==> src/core/sdd_pkg.sv <==
/*
 Shared constants of the step and direction input decoder: register map,
 field positions, reset values and input timing figures.
 Assumes a 40 MHz system clock and a 32-bit AHB-Lite register bus.
*/
package sdd_pkg;

	// Clock rate in kHz, used to derive cycle counts from times
	localparam int unsigned SDD_CLK_KHZ = 40000;

	// Register byte offsets
	localparam logic [7:0] SDD_CTRL_OFS = 8'h00;
	localparam logic [7:0] SDD_STAT_OFS = 8'h04;
	localparam logic [7:0] SDD_CW_CNT_OFS = 8'h08;
	localparam logic [7:0] SDD_CCW_CNT_OFS = 8'h0c;

	// Control register field positions
	localparam int unsigned SDD_CTRL_MODE_BIT = 0;
	localparam int unsigned SDD_CTRL_EDGE_BIT = 1;
	localparam int unsigned SDD_CTRL_CWLVL_BIT = 2;
	localparam int unsigned SDD_CTRL_CCWLVL_BIT = 3;
	localparam int unsigned SDD_CTRL_SRC_BIT = 4;
	localparam int unsigned SDD_CTRL_CLR_BIT = 5;
	localparam int unsigned SDD_CTRL_WIDTH = 5;

	// Control reset: step/direction, rising edge, high-active pulses, sinking
	localparam logic [SDD_CTRL_WIDTH-1:0] SDD_CTRL_RESET = 5'h0c;

	// Status register field positions
	localparam int unsigned SDD_STAT_ENA_BIT = 0;
	localparam int unsigned SDD_STAT_DIR_BIT = 1;
	localparam int unsigned SDD_STAT_PUL_BIT = 2;

	// Controller timing figures (not checked, documented for reference)
	localparam int unsigned SDD_DIR_LEAD_NS = 5000;
	localparam int unsigned SDD_PULSE_MIN_NS = 2500;
	localparam int unsigned SDD_ENA_LEAD_NS = 5000;
	localparam int unsigned SDD_PULSE_MIN_CYC = (SDD_PULSE_MIN_NS * SDD_CLK_KHZ) / 1000000;

	// Synchroniser depth
	localparam int unsigned SDD_SYNC_STAGES = 3;

	// AHB transfer type
	localparam logic [1:0] SDD_HTRANS_NONSEQ = 2'b10;

	// Mode selection codes
	typedef enum logic
	{
		SDD_STEP_SENSE_MODE = 1'b0,
		SDD_DUAL_PULSE_MODE = 1'b1
	} sdd_mode_t;

endpackage

==> src/core/sdd_sync.sv <==
/*
 Three-stage input synchroniser for one pin; the output changes once
 the second and third stages agree.
 Assumes an asynchronous input and a synchronous active-high reset.
*/
module sdd_sync
	import sdd_pkg::*;
(
	input wire logic sys_clk_in, // System clock
	input wire logic sys_rst_in, // Synchronous reset
	input wire logic pin_in, // Asynchronous pin
	input wire logic rst_val_in, // Level assumed during reset
	output logic level_out // Filtered level
);

	logic [SDD_SYNC_STAGES-1:0] stage_reg;
	logic level_reg;
	logic agree;

	// Stages two and three must agree before the level moves
	assign agree = (stage_reg[1] == stage_reg[2]);
	assign level_out = level_reg;

	// Shift chain and qualified level
	always_ff @(posedge sys_clk_in)
	begin
		stage_reg <= {stage_reg[SDD_SYNC_STAGES-2:0], pin_in};
		if (sys_rst_in)
			level_reg <= rst_val_in;
		else if (agree)
			level_reg <= stage_reg[2];
	end

endmodule

==> src/core/sdd_edge.sv <==
/*
 Rising and falling edge detector on a synchronised signal.
 Assumes input already on the system clock.
*/
module sdd_edge
	import sdd_pkg::*;
(
	input wire logic sys_clk_in, // System clock
	input wire logic sys_rst_in, // Synchronous reset
	input wire logic level_in, // Synchronised level
	input wire logic rst_val_in, // Idle level after reset
	output logic rise_out, // One-cycle rising edge
	output logic fall_out // One-cycle falling edge
);

	logic prev_reg;

	// Compare with previous level
	assign rise_out = level_in & ~prev_reg;
	assign fall_out = ~level_in & prev_reg;

	// Previous level
	always_ff @(posedge sys_clk_in)
	begin
		if (sys_rst_in)
			prev_reg <= rst_val_in;
		else
			prev_reg <= level_in;
	end

endmodule

==> src/core/sdd_decoder.sv <==
/*
 Step and direction input decoder: synchronises the three command pins,
 decodes step/direction or dual-pulse commands and gates the drive.
 Registers sit on an AHB-Lite slave. Assumes a 40 MHz clock and that
 the controller honours the documented set-up and pulse width times.
*/
// The AHB-Lite slave port and the address map were chosen for this implementation.
module sdd_decoder
	import sdd_pkg::*;
(
	input wire logic sys_clk_in, // System clock, 40 MHz
	input wire logic sys_rst_in, // Synchronous reset, active high
	input wire logic step_pulse_in, // Step pulse pin
	input wire logic dir_pin_in, // Direction or CCW pulse pin
	input wire logic drive_gate_in, // Drive enable pin
	input wire logic hsel, // AHB slave select
	input wire logic [31:0] haddr, // AHB address
	input wire logic [1:0] htrans, // AHB transfer type
	input wire logic hwrite, // AHB write
	input wire logic [2:0] hsize, // AHB size
	input wire logic [31:0] hwdata, // AHB write data
	input wire logic hready, // AHB ready in
	output logic [31:0] hrdata, // AHB read data
	output logic hreadyout, // AHB ready out
	output logic hresp, // AHB response
	output logic step_out, // One-cycle microstep command
	output logic dir_out, // Rotation sense, 1 is counter-clockwise
	output logic drive_en_out // Drive enabled
);

	logic [SDD_CTRL_WIDTH-1:0] ctrl_reg;
	logic [SDD_CTRL_WIDTH-1:0] ctrl_next;
	logic [15:0] cw_cnt_reg;
	logic [15:0] ccw_cnt_reg;
	logic step_reg;
	logic dir_reg;
	logic en_reg;
	logic wr_pend_reg;
	logic [7:0] addr_reg;
	logic [31:0] rdata_reg;
	logic pul_s;
	logic dir_s;
	logic ena_s;
	logic pul_rise;
	logic pul_fall;
	logic dir_rise;
	logic dir_fall;
	logic mode_dual;
	logic edge_fall;
	logic src_type;
	logic cw_lvl;
	logic ccw_lvl;
	logic pul_active_edge;
	logic cw_evt;
	logic ccw_evt;
	logic sense_evt;
	logic step_evt;
	logic dir_next;
	logic en_next;
	logic acc;
	logic wr_ctrl;
	logic cnt_clr;
	logic [31:0] rd_mux;

	// Register select from the low address byte
	function automatic logic [31:0] reg_read(input logic [7:0] a, input logic [31:0] ct,
		input logic [31:0] st, input logic [31:0] cw, input logic [31:0] ccw);
		logic [31:0] r;
		r = 32'h0;
		case (a)
			SDD_CTRL_OFS: r = ct;
			SDD_STAT_OFS: r = st;
			SDD_CW_CNT_OFS: r = cw;
			SDD_CCW_CNT_OFS: r = ccw;
			default: r = 32'h0;
		endcase
		return r;
	endfunction

	// Pin synchronisers and edge detectors
	sdd_sync u_sync_pul (.sys_clk_in(sys_clk_in), .sys_rst_in(sys_rst_in),
		.pin_in(step_pulse_in), .rst_val_in(1'b0), .level_out(pul_s));
	sdd_sync u_sync_dir (.sys_clk_in(sys_clk_in), .sys_rst_in(sys_rst_in),
		.pin_in(dir_pin_in), .rst_val_in(1'b0), .level_out(dir_s));
	sdd_sync u_sync_ena (.sys_clk_in(sys_clk_in), .sys_rst_in(sys_rst_in),
		.pin_in(drive_gate_in), .rst_val_in(1'b0), .level_out(ena_s));
	sdd_edge u_edge_pul (.sys_clk_in(sys_clk_in), .sys_rst_in(sys_rst_in),
		.level_in(pul_s), .rst_val_in(1'b0), .rise_out(pul_rise), .fall_out(pul_fall));
	sdd_edge u_edge_dir (.sys_clk_in(sys_clk_in), .sys_rst_in(sys_rst_in),
		.level_in(dir_s), .rst_val_in(1'b0), .rise_out(dir_rise), .fall_out(dir_fall));

	// Configuration fields
	assign mode_dual = ctrl_reg[SDD_CTRL_MODE_BIT];
	assign edge_fall = ctrl_reg[SDD_CTRL_EDGE_BIT];
	assign cw_lvl = ctrl_reg[SDD_CTRL_CWLVL_BIT];
	assign ccw_lvl = ctrl_reg[SDD_CTRL_CCWLVL_BIT];
	assign src_type = ctrl_reg[SDD_CTRL_SRC_BIT];

	// Effective edge flips for sourcing inputs
	assign pul_active_edge = (edge_fall ^ src_type) ? pul_fall : pul_rise;
	assign sense_evt = ~mode_dual & pul_active_edge;
	// Dual pulse: a pulse counts when it goes to its active level
	assign cw_evt = mode_dual & (cw_lvl ? pul_rise : pul_fall);
	assign ccw_evt = mode_dual & (ccw_lvl ? dir_rise : dir_fall) & ~cw_evt;
	assign step_evt = sense_evt | cw_evt | ccw_evt;

	// Direction: level in step sense mode, pulse source in dual mode
	assign dir_next = mode_dual ? (ccw_evt ? 1'b1 : (cw_evt ? 1'b0 : dir_reg))
		: dir_s;
	assign en_next = ena_s ^ src_type;

	// Command outputs
	assign step_out = step_reg;
	assign dir_out = dir_reg;
	assign drive_en_out = en_reg;

	// Command registers, direction presented with its step
	always_ff @(posedge sys_clk_in)
	begin
		if (sys_rst_in)
		begin
			step_reg <= 1'b0;
			dir_reg <= 1'b0;
			en_reg <= 1'b0;
		end
		else
		begin
			step_reg <= step_evt & en_next;
			dir_reg <= dir_next;
			en_reg <= en_next;
		end
	end

	// Step counters per direction, software clears, counting wins
	always_ff @(posedge sys_clk_in)
	begin
		if (sys_rst_in)
		begin
			cw_cnt_reg <= 16'h0;
			ccw_cnt_reg <= 16'h0;
		end
		else
		begin
			if (step_reg & ~dir_reg)
				cw_cnt_reg <= cw_cnt_reg + 16'h1;
			else if (cnt_clr)
				cw_cnt_reg <= 16'h0;
			if (step_reg & dir_reg)
				ccw_cnt_reg <= ccw_cnt_reg + 16'h1;
			else if (cnt_clr)
				ccw_cnt_reg <= 16'h0;
		end
	end

	// Bus decode: address phase for reads, data phase for control writes
	assign acc = hsel & hready & (htrans == SDD_HTRANS_NONSEQ);
	assign wr_ctrl = wr_pend_reg & (addr_reg == SDD_CTRL_OFS);
	assign cnt_clr = wr_ctrl & hwdata[SDD_CTRL_CLR_BIT];
	assign ctrl_next = wr_ctrl ? hwdata[SDD_CTRL_WIDTH-1:0] : ctrl_reg;
	assign rd_mux = reg_read(haddr[7:0], {27'h0, ctrl_reg},
		{29'h0, pul_s, dir_reg, en_reg}, {16'h0, cw_cnt_reg}, {16'h0, ccw_cnt_reg});

	// Zero wait state slave, always OKAY
	assign hreadyout = 1'b1;
	assign hresp = 1'b0;
	assign hrdata = rdata_reg;

	// Bus pipeline and control register
	always_ff @(posedge sys_clk_in)
	begin
		if (sys_rst_in)
		begin
			ctrl_reg <= SDD_CTRL_RESET;
			wr_pend_reg <= 1'b0;
			addr_reg <= 8'h0;
			rdata_reg <= 32'h0;
		end
		else
		begin
			ctrl_reg <= ctrl_next;
			wr_pend_reg <= acc & hwrite;
			if (acc)
				addr_reg <= haddr[7:0];
			if (acc & ~hwrite)
				rdata_reg <= rd_mux;
		end
	end

endmodule

==> config.mk <==
export PLATFORM = sky130hd
export DESIGN_NAME = sdd_decoder
export DESIGN_NICKNAME = d
export VERILOG_FILES = /design/src/core/sdd_pkg.sv /design/src/core/sdd_sync.sv /design/src/core/sdd_edge.sv /design/src/core/sdd_decoder.sv
export SDC_FILE = /design/constraint.sdc
export NUM_CORES = 1
export LEC_CHECK = 0
export ABC_AREA = 0
export BUFFER_PORTS_ARGS = -buffer_cell sky130_fd_sc_hd__buf_2
export CAP_MARGIN = 20
export CORE_ASPECT_RATIO = 0.7
export CORE_MARGIN = 5
export CORE_UTILIZATION = 51
export DETAILED_ROUTE_END_ITERATION = 6
export HOLD_SLACK_MARGIN = 0.06
export PLACE_DENSITY = 0.86
export SYNTH_ARGS = -nofsm -noshare
export SYNTH_HDL_FRONTEND = slang
export SYNTH_HIERARCHICAL = 1
export SYNTH_SLANG_ARGS = --single-unit
==> constraint.sdc <==
create_clock -name sys_clk_in -period 2.35 [get_ports sys_clk_in]
set_input_delay 0.5875 -clock sys_clk_in [delete_from_list [all_inputs] [get_ports sys_clk_in]]
set_output_delay 0.5875 -clock sys_clk_in [all_outputs]
set_load 0.01 [all_outputs]
==> impl_metrics.py <==
metrics = {
    "logic_synthesis": {
        "synth_edf_count": 3,
        "synth_async_sr_flop_share": 0,
        "synth_top_area_cell": "dfxtp_1",
        "syn_area_per_cell_sq_um": 9.42,
        "syn_inst": 385,
        "synth_area_sq_um": 3630,
        "ys_ff_latch": 79,
        "ys_warn_count": 6,
        "synth_top_area_frac": 0.419,
        "synth_area_leaders": "dfxtp_1, mux2i_1, nand2_1",
        "yosysSeqAreaShare": 0.444,
        "synth_flop_cell": "dfxtp_1",
        "synth.distinct_cells": 53,
    },
    "critical_path": {
        "worst_setup_path_start_kind": "flip-flop",
        "crit_path_max_fanout": 7,
        "end_kind": "flip-flop",
        "required_ns": 2.57,
        "path_class": "flip-flop to flip-flop",
        "arrival_ns": 2.12,
    },
    "drt": {
        "detail-route-antenna-nets": 0,
        "routedWlPerCell_microns": 15.8,
        "drcViolationCount": 0,
        "dr.pass1.iters": 5,
        "vias": 3062,
        "vias_per_cell": 5.79,
        "wl_microns": 8370,
        "initialDrtViolationCount": 251,
    },
    "timing": {
        "setup_ws_ns": 0.452,
        "drv_slew": 0,
        "fmax_ghz": 0.527,
        "setup_viol": 0,
        "hold_viol": 0,
        "fin_skew_ns": 0.0102,
        "slew_headroom": 0.609,
        "finalSetupTns_ns": 0,
        "min_period_ns": 1.90,
        "rsz0062_at_grt": "false",
        "fin_crit_sh": 0.808,
        "worst_pin_slew_ns": 0.582,
    },
    "cts": {
        "cts_setup_buffers": 0,
        "cts_hold_buf": 0,
        "clkSinkCount": 79,
        "cts-resized-gates": 0,
        "root_buffer": "clkbuf_8",
        "cts.clk_slew.worst_paths_ns": 0.09,
        "clock_path_buffers": 2,
        "htree_num_levels": 3,
        "clock_latency_ns": 0.36,
        "cts_tree": "done",
        "numCtsBuffers": 9,
    },
    "final_layout": {
        "final_area_sq_um": 4080,
        "final_util": 0.596,
        "nets": 509,
        "final_layout_size_suffix_gt1_frac": 0.179,
        "multi_input_area_sq_um": 1870,
        "n_fill_cell": 590,
        "seqCellArea_sq_um": 1610,
        "antenna_cells": 0,
        "area_growth_syn_to_layout_pct": 12.5,
    },
    "power": {
        "peakVddDrop_uv": 297,
        "leakage_nw": 1.62,
        "powerDensity_nw_per_um2": 629,
    },
    "run_status": {
        "outcome": "complete, no violations",
    },
    "die": {
        "dieArea_sq_um": 8930,
        "dieWidth_microns": 111,
        "core_region_area_sq_um": 6850,
        "dieHeight_microns": 80.6,
        "rows": 25,
        "pin_count": 114,
        "floorplan.initialDensity": 0.529,
    },
    "place": {
        "port_buffers": 42,
        "dpl_cell_area_sq_um": 3880,
        "dp_worst_setup_slack_ns": 0.169,
        "gp_congestion": 0.868,
        "dp_hpwl_microns": 6050,
    },
    "grt": {
        "grt_util_all_layers": 0.192,
        "grt_max_degree": 26,
        "overflow": 0,
        "grt_pass1_vias": 2904,
        "antenna_found_initial": 0,
        "grt_pass1_wl_microns": 13800,
    },
    "hold_path": {
        "hp-class": "primary input to flip-flop",
    },
    "flow_run": {
        "max_cap_violations": 0,
    },
}
placed cells by master (no fill, tap or decap), types with 4 or more instances in the layout:
cell / instances
mux2i_1: 21
and2_1: 4
clkbuf_8: 9
o21ai_0: 13
a21oi_1: 15
nor3_1: 4
or4_1: 8
o31ai_1: 7
or3_1: 5
buf_4: 8
o2bb2ai_1: 11
nor2_1: 22
nand4_1: 11
nand2b_1: 6
dfxtp_1: 76
conb_1: 23
and3_1: 7
mux2_4: 5
a31oi_1: 4
xor2_1: 7
buf_2: 42
and4_1: 5
nand3_1: 20
nand2_1: 38
a22oi_1: 5
nor2b_1: 7
synth_stat cells (2+ instances only):
master	n
o211ai_1	2
or4_1	8
nand2b_1	6
mux2i_1	21
edfxtp_1	3
nand4_1	11
dfxtp_1	76
o21ai_1	3
a211oi_1	2
nor2_1	22
ha_1	2
and4b_1	3
o2111ai_1	3
o2bb2ai_1	11
nor2b_1	7
nor3_1	4
nand2_1	38
a22oi_1	5
xnor2_1	3
and2_1	4
a21oi_1	15
mux4_2	2
buf_4	18
mux2_2	2
buf_2	3
and4_1	5
xor2_1	7
or3_1	5
o311ai_0	2
conb_1	2
o31ai_1	7
mux2_4	5
and3_1	7
clkbuf_1	15
a31oi_1	4
inv_1	3
nand3_1	20
or4b_1	2
o21ai_0	13
logic make-up after synthesis:
| logic type | after synthesis | synth area share |
|---|---|---|
| AOI/OAI and AO/OA | 73 | 0.136 |
| DFF | 79 | 0.444 |
| xor gates and xnor gates | 10 | 0.0241 |
| muxes | 31 | 0.105 |
| buffers and inverters | 40 | 0.0611 |
| and+or+nand+nor | 148 | 0.221 |
| other | 2 | 0.00207 |
| adders and majority gates | 2 | 0.00690 |
report_power, final:
part | switching (mW) | leakage, nW | internal, mW
clock | 0.511 | 0.0972 | 0.492
combinational | 0.0976 | 0.874 | 0.0714
sequential | 0.0216 | 0.648 | 1.37
critical path, stage by stage, from the launching register on:
cell and delay, ns:
dfxtp_1 0.32, nor3_1 0.39, nand4_1 0.30, o21ai_1 0.56, o21ai_0 0.19
final timing paths:
check / start / end / slack [ns] / cells past startpoint
setup reg to reg: addr_reg[0] / ccw_cnt_reg[9] / 0.45 / 4
setup / recovery: addr_reg[0] / ccw_cnt_reg[9] / 0.45 / 4
hold reg to reg: u_sync_pul/stage_reg[0] / u_sync_pul/stage_reg[1] / 0.33 / 0
hold / removal: dir_pin_in / u_sync_dir/stage_reg[0] / 0.33 / 1
stage by stage:
| step | std cells | total power [mW] | hold slack (ns) |
|---|---|---|---|
| after floorplan | 406 | 1.56 | 0.310 |
| after global placement | 513 | 1.59 | 0.313 |
| after detailed placement | 513 | 1.59 | 0.314 |
| after CTS | 529 | 2.57 | 0.313 |
| after global routing | 529 | 2.65 | 0.310 |
| final | 529 | 2.57 | 0.326 |
area by class of cell:
| cell class | instances | share of cell area |
|---|---|---|
| Clock buffer | 9 | 0.0304 |
| Timing Repair Buffer | 50 | 0.0662 |
| Tap cell | 94 | 0.0288 |
| Inverter | 3 | 0.00276 |
| Multi-Input combinational cell | 287 | 0.459 |
| Clock inverter | 7 | 0.0178 |
| Sequential cell | 79 | 0.395 |
metal layers:
layer | wire (microns) | GRT usage | vias up | part of all wire
li1 | - | - | 1470 | -
met1 | 3800 | 0.245 | 1467 | 0.45
met2 | 3860 | 0.313 | 107 | 0.46
met3 | 540 | 0.0535 | 18 | 0.065
met4 | 161 | 0.0677 | 0 | 0.019
met5 | 0 | 0 | - | 0
(Power assumes the default switching activity.)
